<file path="config.mk">
export PLATFORM = sky130hd
export DESIGN_NAME = cpu_memory_map_decoder
export DESIGN_NICKNAME = d
export VERILOG_FILES = /design/src/memmap_pkg.sv /design/src/addr_lookup_if.sv /design/src/cpu_memory_map_decoder.sv /design/src/region_classify.sv
export VERILOG_INCLUDE_DIRS = /design/src
export SDC_FILE = /design/constraint.sdc
export NUM_CORES = 1
export LEC_CHECK = 0
export ABC_AREA = 1
export BUFFER_PORTS_ARGS = -buffer_cell sky130_fd_sc_hd__buf_2
export CAP_MARGIN = 0
export CORE_MARGIN = 3
export CORE_UTILIZATION = 40
export DETAILED_ROUTE_END_ITERATION = 8
export GPL_ROUTABILITY_DRIVEN = 1
export PLACE_DENSITY = 0.81
export SYNTH_ARGS = -nofsm -noshare
export SYNTH_HDL_FRONTEND = slang
export SYNTH_SLANG_ARGS = --single-unit
</file>
<file path="constraint.sdc">
create_clock -name clock -period 4.7 [get_ports clock]
set_input_delay 0.235 -clock clock [delete_from_list [all_inputs] [get_ports clock]]
set_output_delay 0.235 -clock clock [all_outputs]
set_load 0.02 [all_outputs]
</file>
<file path="src/memmap_cfg.svh">
// Address map constants for the CPU memory space decoder
`ifndef MEMMAP_CFG_SVH
`define MEMMAP_CFG_SVH

`define ADDR_W              16
`define SIZE_SEL_RESET      8'hcf
`define XRAM_SEL_RESET      8'h0c
`define SIZE_SEL_24K        8'hc6
`define SIZE_SEL_32K        8'hc8
`define SIZE_SEL_48K        8'hcc
`define SIZE_SEL_60K        8'hcf
`define XRAM_SEL_ABSENT     8'h0c
`define XRAM_SEL_PRESENT    8'h0a
`define ROM_BASE            16'h0000
`define ROM_TOP_24K         16'h5fff
`define ROM_TOP_32K         16'h7fff
`define ROM_TOP_48K         16'hbfff
`define ROM_TOP_60K         16'hefff
`define VEC_BASE            16'h0000
`define VEC_TOP             16'h003f
`define VEC_RESET           16'h0000
`define VEC_IRQ_FIRST       16'h0004
`define VEC_IRQ_LAST        16'h003c
`define IRQ_SLOTS           29
`define IRQ_IDX_W           5
`define TABLE_CALL_INSTRUCTION_BASE          16'h0040
`define TABLE_CALL_INSTRUCTION_TOP           16'h007f
`define FIXED_AREA_CALL_INSTRUCTION_BASE          16'h0800
`define FIXED_AREA_CALL_INSTRUCTION_TOP           16'h0fff
`define XRAM_BASE           16'hf400
`define XRAM_TOP            16'hf7ff
`define HSRAM_BASE          16'hfb00
`define HSRAM_TOP           16'hfeff
`define GPR_BASE            16'hfee0
`define GPR_TOP             16'hfeff
`define SFR_BASE            16'hff00
`define SFR_TOP             16'hffff
`define RAM_OFS_W           10
`define GPR_OFS_W           5

`endif

</file>
<file path="src/memmap_pkg.sv">
// Types shared by the memory space decoder
package memmap_pkg;
    typedef enum logic [2:0] {
        region_none  = 3'h0,
        region_rom   = 3'h1,
        region_hsram = 3'h2,
        region_xram  = 3'h3,
        region_sfr   = 3'h4
    } region_t;

    typedef enum logic [1:0] {
        boot_fetch_lo = 2'b00,
        boot_fetch_hi = 2'b01,
        boot_run      = 2'b11
    } boot_state_t;
endpackage

</file>
<file path="src/addr_lookup_if.sv">
// Address and decode result carried between decoder and region classifier
`timescale 1ns/1ps
interface addr_lookup_if;
    logic [15:0]         addr;
    logic [15:0]         rom_top;
    logic                xram_en;
    memmap_pkg::region_t region;
    logic                in_vec;
    logic                in_table_call_instruction;
    logic                in_fixed_area_call_instruction;
    logic                in_gpr;

    modport requester (output addr, output rom_top, output xram_en,
                       input region, input in_vec, input in_table_call_instruction,
                       input in_fixed_area_call_instruction, input in_gpr);
    modport classifier (input addr, input rom_top, input xram_en,
                        output region, output in_vec, output in_table_call_instruction,
                        output in_fixed_area_call_instruction, output in_gpr);
endinterface

</file>
<file path="src/cpu_memory_map_decoder.sv">
// Function
// RL1 - Decode one flat 16-bit, 64 KB space for fetches and data.
// RL2 - Reset loads size select CFH and expansion RAM select 0CH.
// RL3 - Software writes the variant's size and expansion RAM selects.
// RL4 - ROM starts at 0000H; top is 5FFFH, 7FFFH, BFFFH or EFFFH.
// RL5 - 0000H to 003FH is the vector table.
// RL6 - Vectors are little-endian: low byte even, high byte odd.
// RL7 - All reset causes use the vector at 0000H.
// RL8 - Each maskable interrupt reads its own even slot 0004H to 003CH.
// RL9 - 0040H to 007FH holds table call entry addresses.
// RL10 - 0800H to 0FFFH is the fixed-area call target range.
// RL11 - FB00H to FEFFH maps to 1 KB high-speed RAM.
// RL12 - FEE0H to FEFFH holds four banks of eight registers.
// RL13 - High-speed RAM cannot be an instruction fetch area.
// RL14 - High-speed RAM serves as the stack region.
// RL15 - F400H to F7FFH is 1 KB expansion RAM on larger variants.
// RL16 - Expansion RAM allows data access and instruction fetch.
// RL17 - FF00H to FFFFH decodes to peripheral registers.
// RL18 - Software must not touch unassigned peripheral addresses.
// RL19 - Program memory fetched by PC also holds readable table data.
// RL20 - Reset loads PC from the vector at 0000H and 0001H.
`timescale 1ns/1ps
`include "memmap_cfg.svh"
module cpu_memory_map_decoder #(
    parameter int ADDR_W = `ADDR_W
) (
    // Clock and reset
    input  wire logic        clock,
    input  wire logic        rst_b,
    // Size select writes from the CPU
    input  wire logic        size_sel_we,
    input  wire logic        xram_sel_we,
    input  wire logic [7:0]  sel_wdata,
    output logic      [7:0]  memory_size_select,
    output logic      [7:0]  expansion_ram_size_select,
    // CPU access
    input  wire logic        cpu_req,
    input  wire logic        cpu_fetch,
    input  wire logic        cpu_we,
    input  wire logic        cpu_stack,
    input  wire logic [15:0] cpu_addr,
    input  wire logic [7:0]  cpu_wdata,
    output logic      [7:0]  cpu_rdata,
    output logic             cpu_fault,
    // Interrupt vector request
    input  wire logic        irq_req,
    input  wire logic [4:0]  irq_slot,
    output logic             vec_valid,
    output logic      [15:0] vec_addr,
    // Program counter after reset
    output logic      [15:0] boot_pc,
    output logic             boot_done,
    // ROM array
    output logic             rom_rd,
    output logic      [15:0] rom_addr,
    input  wire logic [7:0]  rom_rdata,
    // High-speed RAM array
    output logic             hsram_rd,
    output logic             hsram_wr,
    output logic      [9:0]  hsram_addr,
    output logic             hsram_gpr,
    input  wire logic [7:0]  hsram_rdata,
    // Expansion RAM array
    output logic             xram_rd,
    output logic             xram_wr,
    output logic      [9:0]  xram_addr,
    input  wire logic [7:0]  xram_rdata,
    // Peripheral registers
    output logic             sfr_rd,
    output logic             sfr_wr,
    output logic      [7:0]  sfr_addr,
    input  wire logic [7:0]  sfr_rdata,
    // Shared write data and region tags
    output logic      [7:0]  mem_wdata,
    output logic             in_vector,
    output logic             in_table_call,
    output logic             in_fixed_call
);
    // Map constants must agree with each other and with the offset widths that the strobes carry
    initial begin
        if (ADDR_W != 16) begin
            $error("decoder serves a 16-bit space only");
        end
        if (`HSRAM_TOP - `HSRAM_BASE + 1 != (1 << `RAM_OFS_W)) begin
            $error("high-speed RAM span differs from its offset width");
        end
        if (`XRAM_TOP - `XRAM_BASE + 1 != (1 << `RAM_OFS_W)) begin
            $error("expansion RAM span differs from its offset width");
        end
        if (`GPR_TOP - `GPR_BASE + 1 != (1 << `GPR_OFS_W)) begin
            $error("register bank span differs from its offset width");
        end
        if (`GPR_TOP != `HSRAM_TOP) begin
            $error("register banks must close the high-speed RAM");
        end
        if (`SFR_TOP - `SFR_BASE + 1 != (1 << $bits(sfr_addr))) begin
            $error("peripheral area must span one low address byte");
        end
        if (`HSRAM_TOP >= `SFR_BASE || `ROM_TOP_60K >= `XRAM_BASE) begin
            $error("memory regions overlap");
        end
        if ((`VEC_IRQ_LAST - `VEC_IRQ_FIRST) / 2 + 1 != `IRQ_SLOTS) begin
            $error("interrupt slot count differs from the vector range");
        end
        if (`IRQ_SLOTS > (1 << `IRQ_IDX_W)) begin
            $error("interrupt slot index too narrow");
        end
        if (`XRAM_SEL_PRESENT == `XRAM_SEL_ABSENT) begin
            $error("expansion RAM select codes must differ");
        end
    end

    addr_lookup_if lk ();
    region_classify u_classify (.lk(lk));

    // Boot state and selects
    memmap_pkg::boot_state_t boot_state;
    memmap_pkg::boot_state_t next_boot_state;
    logic [15:0] next_boot_pc;
    logic [7:0]  next_memory_size_select;
    logic [7:0]  next_expansion_ram_size_select;
    logic [15:0] rom_top;
    logic        xram_en;
    logic        booting;
    logic [15:0] addr;
    logic        fetch;
    logic        req;
    logic        wr;
    memmap_pkg::region_t next_rd_region;
    logic [7:0]  next_cpu_rdata;
    logic        next_cpu_fault;
    logic        next_vec_valid;
    logic [15:0] next_vec_addr;

    // Unknown codes fall back to the largest ROM so reset defaults stay usable
    always_comb begin
        unique case (memory_size_select)
            `SIZE_SEL_24K: rom_top = `ROM_TOP_24K; // RL4
            `SIZE_SEL_32K: rom_top = `ROM_TOP_32K; // RL4
            `SIZE_SEL_48K: rom_top = `ROM_TOP_48K; // RL4
            default:       rom_top = `ROM_TOP_60K; // RL4
        endcase
    end

    assign xram_en = (expansion_ram_size_select == `XRAM_SEL_PRESENT); // RL15

    always_comb begin
        next_memory_size_select        = memory_size_select;
        next_expansion_ram_size_select = expansion_ram_size_select;
        if (size_sel_we) begin
            next_memory_size_select = sel_wdata; // RL3
        end
        if (xram_sel_we) begin
            next_expansion_ram_size_select = sel_wdata; // RL3
        end
    end

    always_ff @(posedge clock or negedge rst_b) begin
        if (!rst_b) begin
            memory_size_select        <= `SIZE_SEL_RESET; // RL2
            expansion_ram_size_select <= `XRAM_SEL_RESET; // RL2
        end else begin
            memory_size_select        <= next_memory_size_select;
            expansion_ram_size_select <= next_expansion_ram_size_select;
        end
    end

    // Boot sequencer reads the reset vector, low byte first
    logic hi_pending;
    logic next_hi_pending;
    logic next_boot_done;

    // CPU requests stay shut out until the whole vector is in boot_pc
    assign booting = !boot_done;

    always_comb begin
        next_boot_state = boot_state;
        next_boot_pc    = boot_pc;
        next_hi_pending = 1'b0;
        next_boot_done  = boot_done | hi_pending;
        unique case (boot_state)
            memmap_pkg::boot_fetch_lo: begin
                next_boot_pc[7:0] = rom_rdata; // RL6
                next_boot_state   = memmap_pkg::boot_fetch_hi;
            end
            memmap_pkg::boot_fetch_hi: begin
                next_boot_pc[15:8] = rom_rdata; // RL6 RL20
                next_hi_pending    = 1'b1;
                next_boot_state    = memmap_pkg::boot_run;
            end
            memmap_pkg::boot_run: begin
                next_boot_state = memmap_pkg::boot_run;
            end
            default: next_boot_state = memmap_pkg::boot_fetch_lo;
        endcase
    end

    // Done trails the high byte by one edge, so boot_pc is whole when it rises
    always_ff @(posedge clock or negedge rst_b) begin
        if (!rst_b) begin
            boot_state <= memmap_pkg::boot_fetch_lo;
            boot_pc    <= 16'h0000;
            hi_pending <= 1'b0;
            boot_done  <= 1'b0;
        end else begin
            boot_state <= next_boot_state;
            boot_pc    <= next_boot_pc;
            hi_pending <= next_hi_pending;
            boot_done  <= next_boot_done;
        end
    end

    // Address mux: boot reads the single reset vector, shared by all causes
    always_comb begin
        addr  = cpu_addr; // RL1
        fetch = cpu_fetch;
        req   = cpu_req;
        wr    = cpu_we;
        if (booting) begin
            addr  = (boot_state == memmap_pkg::boot_fetch_lo) ?
                    `VEC_RESET : (`VEC_RESET | 16'h0001); // RL7 RL6
            fetch = 1'b0;
            req   = 1'b1;
            wr    = 1'b0;
        end
    end

    assign lk.addr    = addr;
    assign lk.rom_top = rom_top;
    assign lk.xram_en = xram_en;

    // Fetch protection: high-speed RAM and peripherals are data only
    logic fetch_bad;
    logic write_bad;
    logic stack_bad;
    assign fetch_bad = fetch && (lk.region == memmap_pkg::region_hsram ||
                                 lk.region == memmap_pkg::region_sfr); // RL13
    assign write_bad = wr && (lk.region == memmap_pkg::region_rom);
    assign stack_bad = cpu_stack && !booting &&
                       (lk.region != memmap_pkg::region_hsram); // RL14
    logic access_ok;
    assign access_ok = req && !fetch_bad && !write_bad && !stack_bad &&
                       (lk.region != memmap_pkg::region_none);

    always_comb begin
        rom_rd   = access_ok && !wr && lk.region == memmap_pkg::region_rom; // RL19
        rom_addr = addr;
        hsram_rd = access_ok && !wr && lk.region == memmap_pkg::region_hsram; // RL11
        hsram_wr = access_ok && wr && lk.region == memmap_pkg::region_hsram; // RL11
        hsram_addr = 10'(addr - `HSRAM_BASE);
        hsram_gpr  = lk.in_gpr; // RL12
        xram_rd  = access_ok && !wr && lk.region == memmap_pkg::region_xram; // RL16
        xram_wr  = access_ok && wr && lk.region == memmap_pkg::region_xram; // RL16
        xram_addr = 10'(addr - `XRAM_BASE);
        sfr_rd   = access_ok && !wr && lk.region == memmap_pkg::region_sfr; // RL17
        sfr_wr   = access_ok && wr && lk.region == memmap_pkg::region_sfr; // RL17
        sfr_addr = addr[7:0];
        mem_wdata     = cpu_wdata;
        in_vector     = lk.in_vec; // RL5
        in_table_call = lk.in_table_call_instruction; // RL9
        in_fixed_call = lk.in_fixed_area_call_instruction; // RL10
    end

    // Read data is taken from the array that this cycle's request selects,
    // while its address still stands, and shown one cycle later
    always_comb begin
        next_rd_region = access_ok && !wr ? lk.region : memmap_pkg::region_none;
        next_cpu_fault = req && !booting && !access_ok;
        unique case (next_rd_region)
            memmap_pkg::region_rom:   next_cpu_rdata = rom_rdata;
            memmap_pkg::region_hsram: next_cpu_rdata = hsram_rdata;
            memmap_pkg::region_xram:  next_cpu_rdata = xram_rdata;
            memmap_pkg::region_sfr:   next_cpu_rdata = sfr_rdata;
            default:                  next_cpu_rdata = 8'h00;
        endcase
    end

    // Interrupt slot 0 sits at the first maskable vector
    always_comb begin
        next_vec_valid = irq_req && !booting && (irq_slot < 5'(`IRQ_SLOTS)); // RL8
        next_vec_addr  = `VEC_IRQ_FIRST + {10'h000, irq_slot, 1'b0}; // RL8
    end

    always_ff @(posedge clock or negedge rst_b) begin
        if (!rst_b) begin
            cpu_rdata <= 8'h00;
            cpu_fault <= 1'b0;
            vec_valid <= 1'b0;
            vec_addr  <= 16'h0000;
        end else begin
            cpu_rdata <= next_cpu_rdata;
            cpu_fault <= next_cpu_fault;
            vec_valid <= next_vec_valid;
            vec_addr  <= next_vec_addr;
        end
    end
endmodule

</file>
<file path="src/region_classify.sv">
// Combinational classification of one address into a memory region
`timescale 1ns/1ps
`include "memmap_cfg.svh"
module region_classify (
    addr_lookup_if.classifier lk
);
    always_comb begin
        lk.region = memmap_pkg::region_none;
        if (lk.addr >= `SFR_BASE) begin
            lk.region = memmap_pkg::region_sfr; // RL17
        end else if (lk.addr >= `HSRAM_BASE && lk.addr <= `HSRAM_TOP) begin
            lk.region = memmap_pkg::region_hsram; // RL11
        end else if (lk.xram_en && lk.addr >= `XRAM_BASE && lk.addr <= `XRAM_TOP) begin
            lk.region = memmap_pkg::region_xram; // RL15
        end else if (lk.addr <= lk.rom_top) begin
            lk.region = memmap_pkg::region_rom; // RL4
        end
    end

    assign lk.in_vec   = (lk.addr <= `VEC_TOP); // RL5
    assign lk.in_table_call_instruction = (lk.addr >= `TABLE_CALL_INSTRUCTION_BASE) && (lk.addr <= `TABLE_CALL_INSTRUCTION_TOP); // RL9
    assign lk.in_fixed_area_call_instruction = (lk.addr >= `FIXED_AREA_CALL_INSTRUCTION_BASE) && (lk.addr <= `FIXED_AREA_CALL_INSTRUCTION_TOP); // RL10
    assign lk.in_gpr   = (lk.addr >= `GPR_BASE) && (lk.addr <= `GPR_TOP); // RL12
endmodule

</file>
After elaboration in Yosys (flattened, before gate mapping)
Cells that the tools add are included.

$add $sub $neg: 3. $lt $le $gt $ge: 13. Equality and inequality tests: 15. Multiplexer cells: 14. Bitwise logic cells: 1. Reductions and logical operators: 36.

Operators by type and width (count): 16-bit greater-or-equal comparator, second input constant (4); 16-bit case mux with 3 select lines (1); 16-bit <= comparator, second input constant (2); 8-bit case mux with 4 select lines (1); 1-bit logical AND (27); 8-bit equality test, second input constant (3); 16-bit by 12-bit greater-or-equal comparator with 1-bit output, second input constant (1); 16-bit by 7-bit greater-or-equal comparator with 1-bit output, second input constant (1); 16-bit by 12-bit <= comparator with 1-bit output, second input constant (1); 16-bit <= comparator (1); 16-bit by 6-bit <= comparator with 1-bit output, second input constant (1); 16-bit by 7-bit <= comparator with 1-bit output, second input constant (1); 16-bit two-way mux (1); 3-bit by 2-bit equality test with 1-bit output, second input constant (4); 3-bit two-way mux (4); 10-bit by 1-bit subtractor with 10-bit output, second input constant (1); 10-bit subtractor, second input constant (1); 8-bit by 4-bit equality test with 1-bit output, second input constant (1); 3-bit by 6-bit adder with 7-bit output, first input constant (1); 3-bit by 1-bit equality test with 1-bit output, second input constant (2); 3-bit equality test, second input constant (2); 1-bit two-way mux (6); 1-bit zero test (5); 5-bit < comparator, second input constant (1); other kinds (9) (9).

Flip-flop bits (word level): 53. Input bits: 78. Output and inout bits: 122. Word-level logic and storage cells: 93.

Depth between registers and ports, before layout
Word-level depth: 21. Depth in mapped cells: 18. Mapped depth without buffers: 18.

Modules after synthesis
From an unflattened synthesis, not the netlist that was laid out.

Cells, all modules: 464. Area, all modules: 3437.0 µm².

Modules (own cells, without submodules): cpu_memory_map_decoder (times used 1, cells each 364, area an instance 2827.7 µm², seq. area each 1311.3 µm²); region_classify (times used 1, cells each 100, area an instance 609.3 µm², seq. area each 0.0 µm²).

Least setup slack after synthesis
Ideal clock, no wire load.

Path kind: register to output. Start point: register boot_done. End point: output port hsram_wr. Data arrival time: 2.859 ns. Data required time: 4.465 ns. Setup slack: 1.606 ns. Cell stages (with the launch flop): 17. Path buffers: 3. Path through: dfrtp_1 > buf_4 > buf_8 > clkbuf_1 > nand2_1 > inv_1 > ha_1 > inv_1 > nor2_4 > nand2_1 > nor2_2 > nand3_2 > nand2_1 > nand2_1 > a21oi_1 > nand4_1 > nor2_1.

Cells in the longest elaborated chain, start to end: 17. Elaborated cells between the ends (all ways): 36. Those cells by class: 6 x order compare; 4 x eq/ne; 8 x mux; 18 x reduce/logical.

RTL lines: from (decl) (RTL line cpu_memory_map_decoder.sv:52) `output logic boot_done,`; from (signal assigned) (RTL line cpu_memory_map_decoder.sv:209) `boot_done <= next_boot_done;`; 16-bit two-way mux (*) (RTL line cpu_memory_map_decoder.sv:219) `if (booting) begin`; named net rom_addr[8] (RTL line cpu_memory_map_decoder.sv:55) `output logic [15:0] rom_addr,`; 16-bit greater-or-equal comparator (no line); 1-bit logical AND (no line) (2 in a row); 3-bit two-way mux (RTL line region_classify.sv:13) `` end else if (lk.xram_en && lk.addr >= `XRAM_BASE && lk.addr <= `XRAM_TOP) begin ``; 3-bit two-way mux (RTL line region_classify.sv:11) `` end else if (lk.addr >= `HSRAM_BASE && lk.addr <= `HSRAM_TOP) begin ``; 3-bit two-way mux (*) (RTL line region_classify.sv:9) `` if (lk.addr >= `SFR_BASE) begin ``; 3-bit by 2-bit equality test with 1-bit output or 3-bit equality test (tied branches) (RTL line cpu_memory_map_decoder.sv:236, cpu_memory_map_decoder.sv:249, cpu_memory_map_decoder.sv:237); 1-bit logical OR (RTL line cpu_memory_map_decoder.sv:236) `assign fetch_bad = fetch && (lk.region == memmap_pkg::region_hsram ||`; 1-bit logical AND (RTL line cpu_memory_map_decoder.sv:236); 1-bit zero test (RTL line cpu_memory_map_decoder.sv:242) `assign access_ok = req && !fetch_bad && !write_bad && !stack_bad &&`; 1-bit logical AND (4 in a row) (RTL line cpu_memory_map_decoder.sv:242); 1-bit logical AND (RTL line cpu_memory_map_decoder.sv:249) `hsram_wr = access_ok && wr && lk.region == memmap_pkg::region_hsram;`; 1-bit logical AND (*) (RTL line cpu_memory_map_decoder.sv:249); to (decl) (RTL line cpu_memory_map_decoder.sv:59) `output logic hsram_wr,`.

The timed path passes the listed nets; every way through them passes the cells marked *.

Worst setup path after layout
Start point: register boot_done. End point: output port hsram_rd.

Cells in the longest elaborated chain, start to end: 17. Elaborated cells between the ends (all ways): 37. Those cells by class: 6 x order compare; 4 x eq/ne; 8 x mux; 19 x reduce/logical.

RTL lines: 16-bit two-way mux (RTL line cpu_memory_map_decoder.sv:219); 16-bit greater-or-equal comparator (no line); 1-bit logical AND (no line) (2 in a row); 3-bit two-way mux (RTL line region_classify.sv:13); 3-bit two-way mux (RTL line region_classify.sv:11); 3-bit two-way mux (RTL line region_classify.sv:9); 3-bit by 2-bit equality test with 1-bit output or 3-bit equality test (tied branches) (RTL line cpu_memory_map_decoder.sv:236, cpu_memory_map_decoder.sv:248, cpu_memory_map_decoder.sv:237); 1-bit logical OR (RTL line cpu_memory_map_decoder.sv:236); 1-bit logical AND (RTL line cpu_memory_map_decoder.sv:236); 1-bit zero test (RTL line cpu_memory_map_decoder.sv:242); 1-bit logical AND (4 in a row) (RTL line cpu_memory_map_decoder.sv:242); 1-bit logical AND (RTL line cpu_memory_map_decoder.sv:248) `hsram_rd = access_ok && !wr && lk.region == memmap_pkg::region_hsram;`; 1-bit logical AND (*) (RTL line cpu_memory_map_decoder.sv:248); to (decl) (RTL line cpu_memory_map_decoder.sv:58) `output logic hsram_rd,`.

Mark *: on every way between the ends. The rest lies on a longest branch, timed or not.

==> reports/results.tsv <==
stage	metric	value	unit
clock_tree	path_clk_slew	0.11	ns
global_routing	grt_pass1_wl	13250	um
placed_design	place_congestion	0.8342	
routing	routedWlPerCell	14.06	um
cells_and_area	drive_gt1_frac	0.3832	
global_routing	grt-ovfl-total	0	
floorplanning	die_x	96.48	um
critical_path	critPathCaptureType	output pin	
flow_run	drv_cap	0	
routing	routed_wl	9319	um
sta	setup_viol	0	
sta	clock.fmax	274.4	MHz
clock_tree	cts_hold_buf	0	
synthesis	ys_ff_latch	52	
sta	worst_pin_slew	1.149	ns
placed_design	hpwlAfterDp	7548	um
clock_tree	clockBufferDepth	2	
critical_path	cp-start-kind	flip-flop	
global_routing	grt_max_degree	53	
clock_tree	post_cts.repair.setup_buffers	0	
routing	ant_nets	0	
floorplanning	die-area	0.009307	sq mm
synthesis	yosysSeqAreaShare	0.4005	
sta	rsz0062_at_grt	no	
synthesis	yosys_warnings	0	
synthesis	avgSynthCellArea	7.686	sq um
floorplanning	rows	32	
floorplanning	core-area	0.007848	sq mm
critical_path	crit_path_max_fanout	27	
cells_and_area	num_antenna_cells	0	
routing	drtIter0Drc	111	
sta	slew_headroom	0.2310	
sta	fin_hold_ws	0.02180	ns
sta	finalCriticalPeriod	3.644	ns
critical_path	crit_type	reg -> out	
routing	drc	0	
routing	viasPerCell	4.644	
clock_tree	cts-root-buf	clkbuf_8	
global_routing	grt_pass1_vias	2807	
cells_and_area	layout_commonest_cell	buf_2	
floorplanning	die_h	96.48	um
hold_path	min_path_type	in -> async	
clock_tree	cts_made_buffers	5	
cells_and_area	syn_to_final_growth	22.24	%
placed_design	io_buffers	173	
cells_and_area	fin_nets	647	
global_routing	met2_usage	0.3328	
synthesis	netlist_area	0.003274	sq mm
sta	fin_crit_sh	0.7754	
sta	hold_violations	0	
global_routing	use_met3	0.02866	
floorplanning	top_level_ports	200	
run_status	status	complete, no violations	
cells_and_area	final_cell_mix	buf_2 (173), inv_1 (73), nand2_1 (71)	
clock_tree	ctsResizeCount	0	
routing	drt_first_pass_iters	4	
critical_path	startpoint	boot_done$_DFF_PN0_	
pwr	power.leakage	2.382	nW
cells_and_area	fillCellCount	793	
global_routing	grt_usage	0.1848	
pwr	power_density	253.8	mW/mm^2
critical_path	reg2reg_from	boot_done$_DFF_PN0_	
sta	setup_tns	0	ns
critical_path	worst_ep_arrival_time	3.41	ns
synthesis	netlist_instances	426	
pwr	total_power	1.016	mW
clock_tree	clock_sinks	52	
clock_tree	clk_latency	0.31	ns
sta	drv_slew	0	
global_routing	antenna_found_initial	0	
floorplanning	initial_core_util	0.4173	
pwr	irDropWorstVdd	0.1584	mV
cells_and_area	fin_cells	663	
clock_tree	htreeDepth	2	
routing	via_count	3079	
synthesis	synth.distinct_cells	39	
sta	skew	0.007564	ns
global_routing	grt-busiest-layer	met2	
critical_path	required	4.47	ns
placed_design	place_inst	655	
clock_tree	cts_tree	done	
global_routing	globalRouteMet1Util	0.2291	
==> registers in the layout (all words and copies together) (netlist names) <==
name,count
cpu_fault,1
vec_addr,6
vec_valid,1
expansion_ram_size_select,8
boot_done,1
boot_pc,16
memory_size_select,8
cpu_rdata,8
boot_state,2
hi_pending,1
==> cell usage after synthesis (all sizes together) <==
cell    number  area, sq um
a21oi       11        55.05
a41oi        1        8.760
o211ai       1        7.510
dfstp        8        210.2
conb         1        3.750
nor2        58        227.7
mux2         6        67.56
o31ai        1        7.510
buf         48        375.3
xor2         2        17.52
nor4b        1        8.760
dfrtp       44         1101
inv         77        289.0
nand3b       1        7.510
ha           9        112.6
nor3        27        151.4
a221oi       1        8.760
nand3        9        60.06
o2111a       1        11.26
or3          1        6.260
nand4        9        77.57
o21ai       22        110.1
nor4         2        12.51
clkbuf       9        33.78
or2          1        6.260
nand2       75        296.5
==> stage by stage <==
stage / cell area (sq um) / setup WS [ns] / utilization
2_1_floorplan: 3308 / 1.606 / -
3_5_place_dp: 3908 / 1.384 / 0.4979
6_report: 4003 / 1.056 / 0.5100
3_3_place_gp: 3908 / 1.540 / 0.4979
4_1_cts: 4003 / 1.023 / 0.5100
5_1_grt: 4003 / 0.6925 / 0.5100
==> critical path, stage by stage (launching register included) <==
cell and delay, ns:
dfrtp_1 0.51, buf_4 0.26, nand2_1 0.17, inv_1 0.09
ha_1 0.20, inv_1 0.11, nor2_4 0.06, nand2_1 0.30
nand3_1 0.44, nand3_2 0.27, nand4_4 0.34, nor2_1 0.18
buf_2 0.18
==> worst paths after layout <==
path	end	slack, ns	depth (start not counted)
worst min register to register	boot_state[1]$_DFF_PN0_	0.42	0
worst min-delay path	boot_pc[15]$_DFFE_PN0P_	0.02	2
worst max register to register	cpu_rdata[4]$_DFF_PN0_	1.46	13
max in group asynchronous	cpu_fault$_DFF_PN0_	4.21	2
min in group clock	vec_addr[1]$_DFF_PN0_	0.05	1
worst max-delay path	hsram_rd	1.06	12
==> logic make-up (layout without fill, tap and decap cells) <==
| kind of cell | Yosys count | after routing | synth area share |
|---|---|---|---|
| other | 1 | 10 | 0.001145 |
| adder cells (fa/ha/maj) | 9 | 9 | 0.03439 |
| AO/OA/AOI/OAI | 38 | 38 | 0.06381 |
| buffers and inverters | 134 | 260 | 0.2132 |
| flip-flops | 52 | 52 | 0.4005 |
| AND/OR/NAND/NOR | 184 | 184 | 0.2610 |
| XOR/XNOR | 2 | 2 | 0.005351 |
| multiplexers | 6 | 6 | 0.02063 |
==> layout make-up <==
type                    instances  area (sq um)  area share
inverters                      77         289.0     0.07221
well taps                     102         127.6     0.03188
repair buffers                175         880.8      0.2201
clock buffers                   5         68.82     0.01719
multi-input cells             249          1299      0.3245
flip-flops and latches         52          1311      0.3276
clock inverters                 3         26.28    0.006565
==> report_power, final <==
group,internal [mW],switching (mW),leakage (nW)
clock,0.110,0.161,0.0491
combinational,0.0825,0.169,1.72
sequential,0.479,0.0145,0.612
total,0.671,0.345,2.38
==> metal layers <==
metal	routed length, um	up-vias
met3	776	6
met4	68	0
met2	4692	143
li1	-	1531
met1	3783	1399
met5	0	-
No activity file was read; power rests on OpenSTA's default activity.
